==> src/core/nand_host_pkg.sv <==
// Purpose: constants for the nand flash host controller
// Assumes: 125 MHz aclk, axi4-lite register port, 8-bit or 16-bit flash bus
// Notes: the flash status byte layout is mirrored here for decoding
package nand_host_pkg;
	// register byte offsets
	localparam logic [7:0] OFS_CTRL = 8'h00;
	localparam logic [7:0] OFS_ADDR = 8'h04;
	localparam logic [7:0] OFS_DEST = 8'h08;
	localparam logic [7:0] OFS_DATA = 8'h0C;
	localparam logic [7:0] OFS_STAT = 8'h10;
	localparam logic [7:0] OFS_IDENT = 8'h14;
	// control and status fields
	localparam int CTRL_OP_LSB = 0;
	localparam int CTRL_SPARE_BIT = 3;
	localparam int STAT_BUSY_BIT = 0;
	localparam int STAT_FAIL_BIT = 1;
	localparam int STAT_REFUSED_BIT = 2;
	localparam int STAT_BYTE_LSB = 8;
	localparam int STAT_COUNT_LSB = 16;
	localparam logic [7:0] FLASH_STATUS_RESET = 8'hC0;
	localparam int FS_FAIL_BIT = 0;
	localparam int FS_READY_BIT = 6;
	localparam int FS_UNPROT_BIT = 7;
	// flash commands
	localparam logic [7:0] CMD_MAIN_PTR = 8'h00;
	localparam logic [7:0] CMD_SPARE_PTR = 8'h50;
	localparam logic [7:0] CMD_DATA_IN = 8'h80;
	localparam logic [7:0] CMD_PROG_CFM = 8'h10;
	localparam logic [7:0] CMD_COPY_PROG = 8'h8A;
	localparam logic [7:0] CMD_ERASE_SETUP = 8'h60;
	localparam logic [7:0] CMD_ERASE_CFM = 8'hD0;
	localparam logic [7:0] CMD_STATUS = 8'h70;
	localparam logic [7:0] CMD_READ_ID = 8'h90;
	localparam logic [7:0] CMD_RESET = 8'hFF;
	localparam logic [7:0] ID_ADDR = 8'h00;
	// page geometry and partial program limits
	localparam int PAGE_BYTES = 528;
	localparam logic [1:0] MAX_MAIN_PARTIAL = 2'h2;
	localparam logic [1:0] MAX_SPARE_PARTIAL = 2'h3;
	// timing
	localparam int CLK_MHZ = 125;
	localparam int T_POWERUP_US = 10;
	localparam int POWERUP_CYC = T_POWERUP_US * CLK_MHZ;
	localparam int T_STROBE_LOW_NS = 40;
	localparam int T_STROBE_HIGH_NS = 24;
	localparam int T_WB_NS = 100;
	localparam int STROBE_LOW_CYC = (T_STROBE_LOW_NS * CLK_MHZ + 999) / 1000;
	localparam int STROBE_HIGH_CYC = (T_STROBE_HIGH_NS * CLK_MHZ + 999) / 1000;
	localparam int WB_CYC = (T_WB_NS * CLK_MHZ + 999) / 1000;
	// operations and bus cycle kinds
	typedef enum logic [2:0]
	{
		OP_PROGRAM = 3'h0, OP_COPYBACK = 3'h1, OP_ERASE = 3'h2,
		OP_STATUS = 3'h3, OP_READ_ID = 3'h4, OP_RESET = 3'h5
	} op_t;
	typedef enum logic [1:0]
	{
		CYC_CMD = 2'h0, CYC_ADDR = 2'h1, CYC_DIN = 2'h2, CYC_DOUT = 2'h3
	} cyc_kind_t;
endpackage : nand_host_pkg

==> src/core/nand_cycle_if.sv <==
// Purpose: one flash bus cycle request between controller and pin sequencer
// Assumes: req is a one-cycle pulse, done a one-cycle pulse
// Notes: sel keeps chip enable asserted across a whole operation
`timescale 1ns/100ps
interface nand_cycle_if;
	import nand_host_pkg::*;
	logic       req;
	logic       sel;
	cyc_kind_t  kind;
	logic [7:0] wbyte;
	logic       done;
	logic [7:0] rbyte;
	modport ctrl (output req, sel, kind, wbyte, input done, rbyte);
	modport seq (input req, sel, kind, wbyte, output done, rbyte);
endinterface : nand_cycle_if

==> src/core/nand_host_ctrl.sv <==
// Purpose: axi4-lite driven host controller for a nand flash device
// Assumes: one operation at a time, software waits for busy to clear
// Notes: page data is buffered here before a program
`timescale 1ns/100ps
module nand_host_ctrl #(
	parameter int IO_W = 8
) (
	input  wire logic              aclk,
	input  wire logic              aresetn,
	input  wire logic [7:0]        awaddr,
	input  wire logic              awvalid,
	output logic                   awready,
	input  wire logic [31:0]       wdata,
	input  wire logic [3:0]        wstrb,
	input  wire logic              wvalid,
	output logic                   wready,
	output logic [1:0]             bresp,
	output logic                   bvalid,
	input  wire logic              bready,
	input  wire logic [7:0]        araddr,
	input  wire logic              arvalid,
	output logic                   arready,
	output logic [31:0]            rdata,
	output logic [1:0]             rresp,
	output logic                   rvalid,
	input  wire logic              rready,
	output logic                   ce_n,
	output logic                   cle,
	output logic                   ale,
	output logic                   we_n,
	output logic                   read_strobe_n,
	output logic                   wp_n,
	output logic [IO_W-1:0]        io_out,
	output logic [IO_W-1:0]        io_oe,
	input  wire logic [IO_W-1:0]   io_in,
	input  wire logic              rb_in
);
	import nand_host_pkg::*;
	if (IO_W != 8 && IO_W != 16)
	begin : g_bad_width
		$error("IO_W must be 8 or 16");
	end

	typedef enum logic [10:0]
	{
		S_IDLE = 11'h001, S_PWR = 11'h002, S_PTR = 11'h004, S_CMD = 11'h008,
		S_ADR = 11'h010, S_DIN = 11'h020, S_CFM = 11'h040, S_BUSY = 11'h080,
		S_STC = 11'h100, S_RD = 11'h200, S_DONE = 11'h400
	} state_t;

	state_t      state_reg;
	op_t         op_reg;
	logic        spare_reg, phase_reg, issued_reg, refused_reg;
	logic [7:0]  cmd_reg, status_reg, maker_reg, device_reg;
	logic [24:0] addr_reg, dest_reg;
	logic [1:0]  acnt_reg;
	logic [9:0]  dcnt_reg, count_reg;
	logic [10:0] pwr_cnt_reg;
	logic [3:0]  wcnt_reg;
	logic        rcnt_reg;
	logic [15:0] last_page_reg, copied_page_reg;
	logic        copied_vld_reg;
	logic [1:0]  main_cnt_reg, spare_cnt_reg;
	logic [7:0]  waddr_reg;
	logic [31:0] wdata_reg;
	logic [3:0]  wstrb_reg;
	logic [7:0]  buf_mem [0:PAGE_BYTES-1];
	logic        wr_en, start, refuse, same_page, clr_refused;
	logic [1:0]  nadr;
	nand_cycle_if cyc ();

	function automatic logic [31:0] merge(input logic [31:0] old, input logic [31:0] nw,
		input logic [3:0] strb);
		logic [31:0] r;
		r = old;
		for (int i = 0; i < 4; i++)
			if (strb[i])
				r[8*i +: 8] = nw[8*i +: 8];
		return r;
	endfunction : merge

	function automatic logic [7:0] addr_byte(input logic [24:0] a, input logic [1:0] idx,
		input op_t op);
		if (op == OP_READ_ID)
			return ID_ADDR;
		if (op == OP_ERASE)
			return (idx == 2'h0) ? a[16:9] : a[24:17];
		case (idx)
			2'h0: return a[7:0];
			2'h1: return a[16:9];
			default: return a[24:17];
		endcase
	endfunction : addr_byte

	////////////////////////////////////////////////////////////////
	// axi4-lite slave
	assign wr_en = !awready && !wready && !bvalid;
	assign start = wr_en && waddr_reg == OFS_CTRL && wstrb_reg[0];
	assign clr_refused = wr_en && waddr_reg == OFS_STAT && wstrb_reg[0]
		&& wdata_reg[STAT_REFUSED_BIT];

	always_ff @(posedge aclk)
	begin
		if (!aresetn)
		begin
			awready <= 1'b1;
			wready <= 1'b1;
			bvalid <= 1'b0;
			bresp <= 2'h0;
			waddr_reg <= 8'h00;
			wdata_reg <= 32'h0;
			wstrb_reg <= 4'h0;
		end
		else
		begin
			if (awvalid && awready)
			begin
				awready <= 1'b0;
				waddr_reg <= awaddr;
			end
			if (wvalid && wready)
			begin
				wready <= 1'b0;
				wdata_reg <= wdata;
				wstrb_reg <= wstrb;
			end
			if (wr_en)
			begin
				bvalid <= 1'b1;
				awready <= 1'b1;
				wready <= 1'b1;
				bresp <= (waddr_reg > OFS_IDENT || waddr_reg[1:0] != 2'h0) ? 2'h2 : 2'h0;
			end
			else if (bvalid && bready)
				bvalid <= 1'b0;
		end
	end

	always_ff @(posedge aclk)
	begin
		if (!aresetn)
		begin
			arready <= 1'b1;
			rvalid <= 1'b0;
			rdata <= 32'h0;
			rresp <= 2'h0;
		end
		else if (arvalid && arready)
		begin
			arready <= 1'b0;
			rvalid <= 1'b1;
			rresp <= 2'h0;
			case (araddr)
				OFS_CTRL: rdata <= {28'h0, spare_reg, op_reg};
				OFS_ADDR: rdata <= {7'h0, addr_reg};
				OFS_DEST: rdata <= {7'h0, dest_reg};
				OFS_DATA: rdata <= 32'h0;
				OFS_STAT: rdata <= {6'h0, count_reg, status_reg, 5'h0, refused_reg,
					status_reg[FS_FAIL_BIT], state_reg != S_IDLE};
				OFS_IDENT: rdata <= {16'h0, device_reg, maker_reg};
				default:
				begin
					rdata <= 32'h0;
					rresp <= 2'h2;
				end
			endcase
		end
		else if (rvalid && rready)
		begin
			rvalid <= 1'b0;
			arready <= 1'b1;
		end
	end

	////////////////////////////////////////////////////////////////
	// software registers and page buffer
	always_ff @(posedge aclk)
	begin
		if (!aresetn)
		begin
			addr_reg <= 25'h0;
			dest_reg <= 25'h0;
			count_reg <= 10'h0;
		end
		else
		begin
			if (wr_en && waddr_reg == OFS_ADDR)
				addr_reg <= 25'(merge({7'h0, addr_reg}, wdata_reg, wstrb_reg));
			if (wr_en && waddr_reg == OFS_DEST)
				dest_reg <= 25'(merge({7'h0, dest_reg}, wdata_reg, wstrb_reg));
			if (state_reg == S_DONE && op_reg == OP_PROGRAM)
				count_reg <= 10'h0;
			else if (wr_en && waddr_reg == OFS_DATA && wstrb_reg[0]
				&& count_reg < 10'(PAGE_BYTES) && state_reg == S_IDLE)
			begin
				buf_mem[count_reg] <= wdata_reg[7:0];
				count_reg <= count_reg + 10'h1;
			end
		end
	end

	////////////////////////////////////////////////////////////////
	// guards that keep the flash usage legal
	assign same_page = last_page_reg == addr_reg[24:9];
	always_comb
	begin
		refuse = (state_reg != S_IDLE);
		case (op_t'(wdata_reg[CTRL_OP_LSB +: 3]))
			OP_PROGRAM:
				refuse = refuse || count_reg == 10'h0
					|| (copied_vld_reg && copied_page_reg == addr_reg[24:9])
					|| (same_page && (wdata_reg[CTRL_SPARE_BIT]
						? spare_cnt_reg >= MAX_SPARE_PARTIAL
						: main_cnt_reg >= MAX_MAIN_PARTIAL));
			OP_COPYBACK: refuse = refuse || addr_reg[14] != dest_reg[14];
			OP_ERASE, OP_STATUS, OP_READ_ID, OP_RESET: refuse = refuse;
			default: refuse = 1'b1;
		endcase
	end

	always_ff @(posedge aclk)
	begin
		if (!aresetn)
		begin
			last_page_reg <= 16'h0;
			main_cnt_reg <= 2'h0;
			spare_cnt_reg <= 2'h0;
			copied_page_reg <= 16'h0;
			copied_vld_reg <= 1'b0;
		end
		else if (start && !refuse)
		begin
			case (op_t'(wdata_reg[CTRL_OP_LSB +: 3]))
				OP_PROGRAM:
				begin
					last_page_reg <= addr_reg[24:9];
					main_cnt_reg <= (same_page ? main_cnt_reg : 2'h0)
						+ {1'b0, !wdata_reg[CTRL_SPARE_BIT]};
					spare_cnt_reg <= (same_page ? spare_cnt_reg : 2'h0)
						+ {1'b0, wdata_reg[CTRL_SPARE_BIT]};
				end
				OP_COPYBACK:
				begin
					copied_page_reg <= dest_reg[24:9];
					copied_vld_reg <= 1'b1;
				end
				OP_ERASE:
				begin
					if (last_page_reg[15:5] == addr_reg[24:14])
					begin
						main_cnt_reg <= 2'h0;
						spare_cnt_reg <= 2'h0;
					end
					if (copied_page_reg[15:5] == addr_reg[24:14])
						copied_vld_reg <= 1'b0;
				end
				default: copied_vld_reg <= copied_vld_reg;
			endcase
		end
	end

	////////////////////////////////////////////////////////////////
	// operation sequencer
	always_comb
	begin
		case (op_reg)
			OP_ERASE: nadr = 2'h2;
			OP_READ_ID: nadr = 2'h1;
			OP_RESET, OP_STATUS: nadr = 2'h0;
			default: nadr = 2'h3;
		endcase
	end

	always_ff @(posedge aclk)
	begin
		if (!aresetn)
		begin
			state_reg <= S_PWR;
			op_reg <= OP_STATUS;
			spare_reg <= 1'b0;
			phase_reg <= 1'b0;
			cmd_reg <= CMD_STATUS;
			acnt_reg <= 2'h0;
			dcnt_reg <= 10'h0;
			rcnt_reg <= 1'b0;
			wcnt_reg <= 4'h0;
			pwr_cnt_reg <= 11'h0;
			wp_n <= 1'b0;
			refused_reg <= 1'b0;
			status_reg <= FLASH_STATUS_RESET;
			maker_reg <= 8'h00;
			device_reg <= 8'h00;
		end
		else
		begin
			if (start && refuse)
				refused_reg <= 1'b1;
			else if (clr_refused)
				refused_reg <= 1'b0;
			case (state_reg)
				S_PWR:
				begin
					pwr_cnt_reg <= pwr_cnt_reg + 11'h1;
					if (pwr_cnt_reg == 11'(POWERUP_CYC - 1))
					begin
						wp_n <= 1'b1;
						state_reg <= S_IDLE;
					end
				end
				S_IDLE:
					if (start && !refuse)
					begin
						op_reg <= op_t'(wdata_reg[CTRL_OP_LSB +: 3]);
						spare_reg <= wdata_reg[CTRL_SPARE_BIT];
						phase_reg <= 1'b0;
						acnt_reg <= 2'h0;
						dcnt_reg <= 10'h0;
						rcnt_reg <= 1'b0;
						case (op_t'(wdata_reg[CTRL_OP_LSB +: 3]))
							OP_PROGRAM: state_reg <= S_PTR;
							OP_STATUS: state_reg <= S_STC;
							OP_COPYBACK: state_reg <= S_CMD;
							OP_ERASE: state_reg <= S_CMD;
							OP_READ_ID: state_reg <= S_CMD;
							default: state_reg <= S_CMD;
						endcase
						case (op_t'(wdata_reg[CTRL_OP_LSB +: 3]))
							OP_PROGRAM: cmd_reg <= CMD_DATA_IN;
							OP_COPYBACK: cmd_reg <= CMD_MAIN_PTR;
							OP_ERASE: cmd_reg <= CMD_ERASE_SETUP;
							OP_READ_ID: cmd_reg <= CMD_READ_ID;
							default: cmd_reg <= CMD_RESET;
						endcase
					end
				S_PTR:
					if (cyc.done)
						state_reg <= S_CMD;
				S_CMD:
					if (cyc.done)
						state_reg <= (nadr == 2'h0) ? S_BUSY : S_ADR;
				S_ADR:
					if (cyc.done && acnt_reg == nadr - 2'h1)
					begin
						case (op_reg)
							OP_PROGRAM: state_reg <= S_DIN;
							OP_ERASE: state_reg <= S_CFM;
							OP_READ_ID: state_reg <= S_RD;
							default: state_reg <= S_BUSY;
						endcase
						cmd_reg <= (op_reg == OP_ERASE) ? CMD_ERASE_CFM : CMD_PROG_CFM;
					end
					else if (cyc.done)
						acnt_reg <= acnt_reg + 2'h1;
				S_DIN:
					if (cyc.done)
					begin
						dcnt_reg <= dcnt_reg + 10'h1;
						if (dcnt_reg == count_reg - 10'h1)
							state_reg <= S_CFM;
					end
				S_CFM:
					if (cyc.done)
						state_reg <= S_BUSY;
				S_BUSY:
					if (wcnt_reg != 4'(WB_CYC))
						wcnt_reg <= wcnt_reg + 4'h1;
					else if (rb_in)
					begin
						wcnt_reg <= 4'h0;
						acnt_reg <= 2'h0;
						if (op_reg == OP_COPYBACK && !phase_reg)
						begin
							phase_reg <= 1'b1;
							cmd_reg <= CMD_COPY_PROG;
							state_reg <= S_CMD;
						end
						else if (op_reg == OP_RESET)
						begin
							status_reg <= FLASH_STATUS_RESET;
							state_reg <= S_DONE;
						end
						else
							state_reg <= S_STC;
					end
				S_STC:
					if (cyc.done)
						state_reg <= S_RD;
				S_RD:
					if (cyc.done)
					begin
						rcnt_reg <= 1'b1;
						if (op_reg != OP_READ_ID)
							status_reg <= cyc.rbyte;
						else if (!rcnt_reg)
							maker_reg <= cyc.rbyte;
						else
							device_reg <= cyc.rbyte;
						if (op_reg != OP_READ_ID || rcnt_reg)
							state_reg <= S_DONE;
					end
				S_DONE: state_reg <= S_IDLE;
				default: state_reg <= S_IDLE;
			endcase
		end
	end

	////////////////////////////////////////////////////////////////
	// cycle requests to the pin sequencer
	always_ff @(posedge aclk)
	begin
		if (!aresetn)
		begin
			cyc.req <= 1'b0;
			issued_reg <= 1'b0;
		end
		else
		begin
			cyc.req <= !issued_reg && !cyc.req && (state_reg inside
				{S_PTR, S_CMD, S_ADR, S_DIN, S_CFM, S_STC, S_RD});
			if (cyc.req)
				issued_reg <= 1'b1;
			else if (cyc.done)
				issued_reg <= 1'b0;
		end
	end

	assign cyc.sel = !(state_reg inside {S_IDLE, S_PWR, S_DONE});
	always_comb
	begin
		cyc.kind = CYC_CMD;
		cyc.wbyte = cmd_reg;
		case (state_reg)
			S_PTR: cyc.wbyte = spare_reg ? CMD_SPARE_PTR : CMD_MAIN_PTR;
			S_ADR:
			begin
				cyc.kind = CYC_ADDR;
				cyc.wbyte = addr_byte(phase_reg ? dest_reg : addr_reg, acnt_reg, op_reg);
			end
			S_DIN:
			begin
				cyc.kind = CYC_DIN;
				cyc.wbyte = buf_mem[dcnt_reg];
			end
			S_STC: cyc.wbyte = CMD_STATUS;
			S_RD: cyc.kind = CYC_DOUT;
			default: cyc.kind = CYC_CMD;
		endcase
	end

	nand_pin_seq #(.IO_W(IO_W)) u_pins (
		.aclk          (aclk),
		.aresetn       (aresetn),
		.cyc           (cyc),
		.ce_n          (ce_n),
		.cle           (cle),
		.ale           (ale),
		.we_n          (we_n),
		.read_strobe_n (read_strobe_n),
		.io_out        (io_out),
		.io_oe         (io_oe),
		.io_in         (io_in)
	);

	////////////////////////////////////////////////////////////////
	property p_empty_program;
		@(posedge aclk) disable iff (!aresetn)
		start && state_reg == S_IDLE && wdata_reg[2:0] == 3'h0 && count_reg == 10'h0
			|=> refused_reg && state_reg == S_IDLE;
	endproperty
	a_empty_program: assert property (p_empty_program) else $error("empty program ran");

	property p_plane;
		@(posedge aclk) disable iff (!aresetn)
		start && wdata_reg[2:0] == 3'h1 && addr_reg[14] != dest_reg[14]
			|=> refused_reg && state_reg != S_CMD;
	endproperty
	a_plane: assert property (p_plane) else $error("cross plane copy started");

	property p_busy_quiet;
		@(posedge aclk) disable iff (!aresetn)
		state_reg == S_BUSY |-> !cyc.req;
	endproperty
	a_busy_quiet: assert property (p_busy_quiet) else $error("cycle issued while busy");

	property p_rb_wait;
		@(posedge aclk) disable iff (!aresetn)
		state_reg == S_BUSY && !rb_in |=> state_reg == S_BUSY;
	endproperty
	a_rb_wait: assert property (p_rb_wait) else $error("left busy with rb low");

	property p_powerup;
		@(posedge aclk) disable iff (!aresetn)
		state_reg == S_PWR |-> !wp_n && ce_n;
	endproperty
	a_powerup: assert property (p_powerup) else $error("flash touched during power-up");

	property p_upper_zero;
		@(posedge aclk) disable iff (!aresetn)
		(cle || ale) |-> (io_out >> 8) == '0;
	endproperty
	a_upper_zero: assert property (p_upper_zero) else $error("upper io lines not zero");

	property p_id_two_reads;
		@(posedge aclk) disable iff (!aresetn)
		state_reg == S_RD && op_reg == OP_READ_ID && cyc.done && !rcnt_reg
			|=> state_reg == S_RD;
	endproperty
	a_id_two_reads: assert property (p_id_two_reads) else $error("id read ended early");

	property p_partial;
		@(posedge aclk) disable iff (!aresetn)
		main_cnt_reg <= MAX_MAIN_PARTIAL && spare_cnt_reg <= MAX_SPARE_PARTIAL;
	endproperty
	a_partial: assert property (p_partial) else $error("partial program count exceeded");
endmodule : nand_host_ctrl

==> src/core/nand_pin_seq.sv <==
// Purpose: drives one command, address or data cycle on the flash pins
// Assumes: pins are synchronous to aclk
// Notes: all pin outputs are flops
`timescale 1ns/100ps
module nand_pin_seq #(
	parameter int IO_W = 8
) (
	input  wire logic              aclk,
	input  wire logic              aresetn,
	nand_cycle_if.seq              cyc,
	output logic                   ce_n,
	output logic                   cle,
	output logic                   ale,
	output logic                   we_n,
	output logic                   read_strobe_n,
	output logic [IO_W-1:0]        io_out,
	output logic [IO_W-1:0]        io_oe,
	input  wire logic [IO_W-1:0]   io_in
);
	import nand_host_pkg::*;
	logic       act_reg;
	logic [3:0] cnt_reg;
	logic       rd_reg;

	////////////////////////////////////////////////////////////////
	always_ff @(posedge aclk)
	begin
		if (!aresetn)
		begin
			act_reg <= 1'b0;
			cnt_reg <= 4'h0;
			rd_reg <= 1'b0;
			cle <= 1'b0;
			ale <= 1'b0;
			we_n <= 1'b1;
			read_strobe_n <= 1'b1;
			io_out <= '0;
			io_oe <= '0;
			cyc.done <= 1'b0;
			cyc.rbyte <= 8'h00;
			ce_n <= 1'b1;
		end
		else
		begin
			ce_n <= ~cyc.sel;
			cyc.done <= 1'b0;
			if (!act_reg && cyc.req)
			begin
				act_reg <= 1'b1;
				cnt_reg <= 4'(STROBE_LOW_CYC - 1);
				rd_reg <= (cyc.kind == CYC_DOUT);
				cle <= (cyc.kind == CYC_CMD);
				ale <= (cyc.kind == CYC_ADDR);
				io_out <= IO_W'(cyc.wbyte);
				io_oe <= (cyc.kind == CYC_DOUT) ? '0 : '1;
				we_n <= (cyc.kind == CYC_DOUT);
				read_strobe_n <= (cyc.kind != CYC_DOUT);
			end
			else if (act_reg && cnt_reg != 4'h0)
				cnt_reg <= cnt_reg - 4'h1;
			else if (act_reg && (!we_n || !read_strobe_n))
			begin
				if (rd_reg)
					cyc.rbyte <= io_in[7:0];
				we_n <= 1'b1;
				read_strobe_n <= 1'b1;
				cnt_reg <= 4'(STROBE_HIGH_CYC - 1);
			end
			else if (act_reg)
			begin
				act_reg <= 1'b0;
				cle <= 1'b0;
				ale <= 1'b0;
				io_oe <= '0;
				cyc.done <= 1'b1;
			end
		end
	end

	////////////////////////////////////////////////////////////////
	property p_latch_excl;
		@(posedge aclk) disable iff (!aresetn)
		!(cle && ale);
	endproperty
	a_latch_excl: assert property (p_latch_excl) else $error("cle and ale both high");

	property p_we_pulse;
		@(posedge aclk) disable iff (!aresetn)
		$fell(we_n) |-> (!we_n)[*5] ##1 we_n;
	endproperty
	a_we_pulse: assert property (p_we_pulse) else $error("write strobe width wrong");
endmodule : nand_pin_seq

==> config.mk <==
export PLATFORM = sky130hd
export DESIGN_NAME = nand_host_ctrl
export DESIGN_NICKNAME = d
export VERILOG_FILES = /design/src/core/nand_host_pkg.sv /design/src/core/nand_cycle_if.sv /design/src/core/nand_host_ctrl.sv /design/src/core/nand_pin_seq.sv
export SDC_FILE = /design/constraint.sdc
export NUM_CORES = 2
export LEC_CHECK = 0
export BUFFER_PORTS_ARGS = -buffer_cell sky130_fd_sc_hd__buf_2
export CELL_PAD_IN_SITES_DETAIL_PLACEMENT = 0
export CELL_PAD_IN_SITES_GLOBAL_PLACEMENT = 1
export CORE_MARGIN = 4
export CORE_UTILIZATION = 35
export DETAILED_ROUTE_END_ITERATION = 7
export PLACE_DENSITY_LB_ADDON = 0.1
export SYNTH_ARGS = -nofsm -noshare
export SYNTH_HDL_FRONTEND = slang
export SYNTH_HIERARCHICAL = 1
export SYNTH_MEMORY_MAX_BITS = 65536
export SYNTH_SLANG_ARGS = --single-unit
==> constraint.sdc <==
create_clock -name aclk -period 10.9 [get_ports aclk]
set_input_delay 2.18 -clock aclk [delete_from_list [all_inputs] [get_ports aclk]]
set_output_delay 2.18 -clock aclk [all_outputs]
set_load 0.02 [all_outputs]
==> impl_summary.log <==
[metrics] pin count of the biggest net entering global routing: around 190
[metrics] most numerous cell in the Yosys netlist: sky130_fd_sc_hd__edfxtp_1
[metrics] Total Negative Setup Slacks: 0 ps
[metrics] wire length after detailed routing: ~580 mm
[metrics] number of flip-flops under the largest register name: ~4200
[metrics] latest clock arrival within the worst-skew pair: 1010 ps
[metrics] first-pass iteration count of the detailed router: 6
[metrics] total power draw: 35800 uW
[metrics] Area contributors post-synth: sky130_fd_sc_hd__edfxtp_1 71%, sky130_fd_sc_hd__mux4_2 11%, sky130_fd_sc_hd__mux2i_1 3.3%
[metrics] final period utilization: 63.1%
[metrics] GPL Wtd Cong: roughly 0.8
[metrics] minimum clock period after layout: 6880 ps
[metrics] top cell type by total area after synthesis: sky130_fd_sc_hd__edfxtp_1
[metrics] Core Footprint: 0.509 mm2
[metrics] number of hold-slack violations in the final timing report: 0
[metrics] number of rows in the core area: 262
[metrics] Antenna Violating Nets Remaining: 0
[metrics] gate family responsible for the most delay along the worst path: compound AO/OA/AOI/OAI gates
[metrics] worst-case headroom to the max-slew limit: 9.61%
[metrics] max-capacitance violation count: 0
[metrics] CP peak stage delay: 1100 ps
[metrics] number of synthesized flops with an enable pin: 4224
[metrics] Arrival @ worst endpoint: 7800 ps
[metrics] sequential-to-total area share from yosys stat: 74.2%
[metrics] top sig layer: met5
[metrics] unrepaired setup endpoints after global routing: false
[metrics] number of antenna violations at the first check in global routing: 50
[metrics] nature of the critical path startpoint: flip-flop
[metrics] detailed-routed wire length on met2: 278 mm
[metrics] Post-synth ARST share: 0%
[metrics] clock tree from TritonCTS: yes
[metrics] reg-to-reg setup timing slack: approximately 4000 ps
[metrics] number of nets in the finished design: around 10000
[metrics] Commonest cells post-synth: 4224 x sky130_fd_sc_hd__edfxtp_1, 871 x sky130_fd_sc_hd__mux4_2, 709 x sky130_fd_sc_hd__nor2_1
[metrics] count of final setup violators: 0
[metrics] share of post-route cells with drive strength above 1: about a fifth
[metrics] registers with the highest flip-flop counts: buf_mem x4224, rdata x26
[metrics] Slowest-stage cell, CP: sky130_fd_sc_hd__a2111oi_0
[metrics] Worst-path clk slew: 60 ps
[metrics] hold_buf cts: 0
[metrics] Worst Path Max Fanout: 39
[metrics] buffer type at the clock tree root: sky130_fd_sc_hd__clkbuf_16
[metrics] min-delay worst type: flip-flop to flip-flop
[metrics] average footprint of a synthesized cell: 18.6 um2
[metrics] HPWL reported at the end of detailed placement: 357 mm
[metrics] Num Clock Sinks: 4508
[metrics] iteration-0 DRC count of the detailed router: about 9400
[metrics] Critical Path, Cell by Cell: buf_4 -> inv_6 -> nor2_1 -> a22oi_1 -> a21boi_0 -> nor4_1 -> a2111oi_0 -> a311oi_2 -> o21ai_0 -> nand2_1 -> a21boi_0
[metrics] maximum buffer depth of the clock tree: 4
[metrics] buffers inserted during post-CTS setup optimization: 0
[metrics] Area Overhead vs Synth: 13.5%
[metrics] VDD IR-drop max: between 0.00015 and 0.0002 V
[metrics] via total after detailed routing: 94000
[metrics] Mapped Cells: 9628
[metrics] register bit total from synthesis: roughly 4500
[metrics] starting utilization of the core area: 35.1%
[metrics] number of buffers created by CTS: 485
[metrics] leading register cell type out of synthesis: sky130_fd_sc_hd__edfxtp_1
[metrics] post-synthesis instance area: ~0.18 mm2
[metrics] start-to-end type of the worst setup path: flip-flop to flip-flop
[metrics] total overflow reported by the global router: 0
[metrics] Power per Cell Area: 177 mW/mm2
[metrics] status: finished, final reports clean
[metrics] share of Yosys cell area claimed by the top area cell type: 71.0%
[metrics] I/O pin count: 131
[metrics] Yosys warning total: 6
[metrics] Critical Path Sink Type: flip-flop
[metrics] x dimension of the die: 722 um
[metrics] count of input and output buffers: 115
[metrics] post-detailed-route wirelength per cell: between 30 and 40 um
[metrics] H-tree depth: 5
[metrics] number of fillers in the final layout: 45900
[metrics] largest register by flop count: buf_mem
[metrics] post-route cell area: 0.203 mm2
[metrics] number of vias per cell after detailed routing: 5.53
[metrics] leakage power: 0.0587 uW
[metrics] count of buffer and inverter cells on the critical path: 2
[metrics] Fmax: 145 MHz
[metrics] M1 wire length: 251 mm
[metrics] clock tree skew after final layout: 40.8 ps
[metrics] share of the core filled with cells in the final layout: 39.8%
[metrics] library cells used by synthesis: 94
[metrics] number of DRC violations after detailed routing: 0
[metrics] via count of the first global-routing pass: 94700
[metrics] Data required, critical path: 11820 ps
[metrics] worst slew pin tran: 1350 ps
[metrics] most frequent cell on the critical path: sky130_fd_sc_hd__a21boi_0
[metrics] Die Y: 722 um
[metrics] global router's overall resource usage: 21.8%
[metrics] placement-stage cell area: 0.187 mm2
[metrics] total die area: 0.522 mm2
[metrics] post_cts resized: 0
[metrics] number of max-slew violations in the final report: 0
[metrics] global-route wire length before repair: 794 mm
[metrics] Met3 Routed Length: between 30 and 40 mm
[path summary, 6_finish.rpt]
| kind | startpoint | cells past startpoint | to |
|---|---|---|---|
| max | flip-flop | 11 | u_pins/io_out[7]$_SDFFE_PN0P_ |
| min | issued_reg$_SDFFE_PN0P_ | 1 | cyc.req$_SDFF_PN0_ |
| max reg2reg | flip-flop | 11 | u_pins/io_out[7]$_SDFFE_PN0P_ |
| min reg2reg | issued_reg$_SDFFE_PN0P_ | 1 | cyc.req$_SDFF_PN0_ |
[cell type report]
class | instances | area [um2] | area share, %
Multi-Input combinational cell | 4451 | 42900 | 21.2
Timing Repair Buffer | 382 | 2950 | 1.45
Inverter | 27 | 115 | 0.0568
Sequential cell | 4508 | 133000 | 65.4
Clock buffer | 598 | 12700 | 6.25
Tap cell | 6732 | 8420 | 4.16
Antenna cell | 17 | 42.5 | 0.0210
Clock inverter | 299 | 3030 | 1.49
[where the power goes]
part           total [uW]  internal [uW]  switching (uW)  leakage, uW
Sequential          19000          19000            51.9       0.0386
Combinational         418           57.6             361       0.0124
Clock               16400           9460            6940      0.00767
Total               35800          28500            7350       0.0587
[cells by family (layout without fill, tap and decap cells)]
kind of cell	count (synthesis)	count (layout)	share of synthesized area [%]
flip-flops	4508	4508	74.2
AND/OR/NAND/NOR	1921	1921	4.89
multiplexers	1514	1514	14.6
AO/OA/AOI/OAI	923	923	3.80
buffers and inverters	676	1306	2.03
XOR/XNOR	72	72	0.353
adder cells (fa/ha/maj)	13	13	0.0911
other	1	25	0.00210
[metrics by stage]
step / setup WS, ps / hold WS, ps / std cells
floorplan: 1590 / 391 / 9635
detailed placement: 4220 / 411 / 16100
finish: 4020 / 429 / 17000
CTS: 4200 / 441 / 17000
global placement: 4240 / 400 / 16100
global route: 4110 / 467 / 17000
[metal layers]
layer / GRT usage, % / vias up
met3: 3.40 / 684
met2: 35.7 / 3046
met1: 30.5 / 50800
li1: - / 39400
met5: 0 / -
met4: 5.22 / 8
[cells in the final DEF, fill, tap and decap left out, drive strengths merged, types with 19 or more instances in the layout]
cell    synthesis  final
a222oi         21     21
or3            30     30
o22ai          65     65
clkbuf        326    598
nand3         140    140
bufinv          0     52
nor2          747    747
mux2           53     53
mux2i         590    590
o211ai         23     23
nor3           85     85
a211oi         21     21
buf           323    382
a22oi          39     39
a21boi        115    115
nor2b          89     89
o31ai          19     19
nand2b         19     19
xnor2          39     39
inv            27     39
nor4           60     60
clkinv          0    221
nand4          28     28
edfxtp       4224   4224
mux4          871    871
a21oi         108    108
and2           55     55
a221oi         99     99
nand2         584    584
dfxtp         284    284
xor2           33     33
o21ai         124    124
o221ai        180    180
Power figures use the tool's default switching activity.
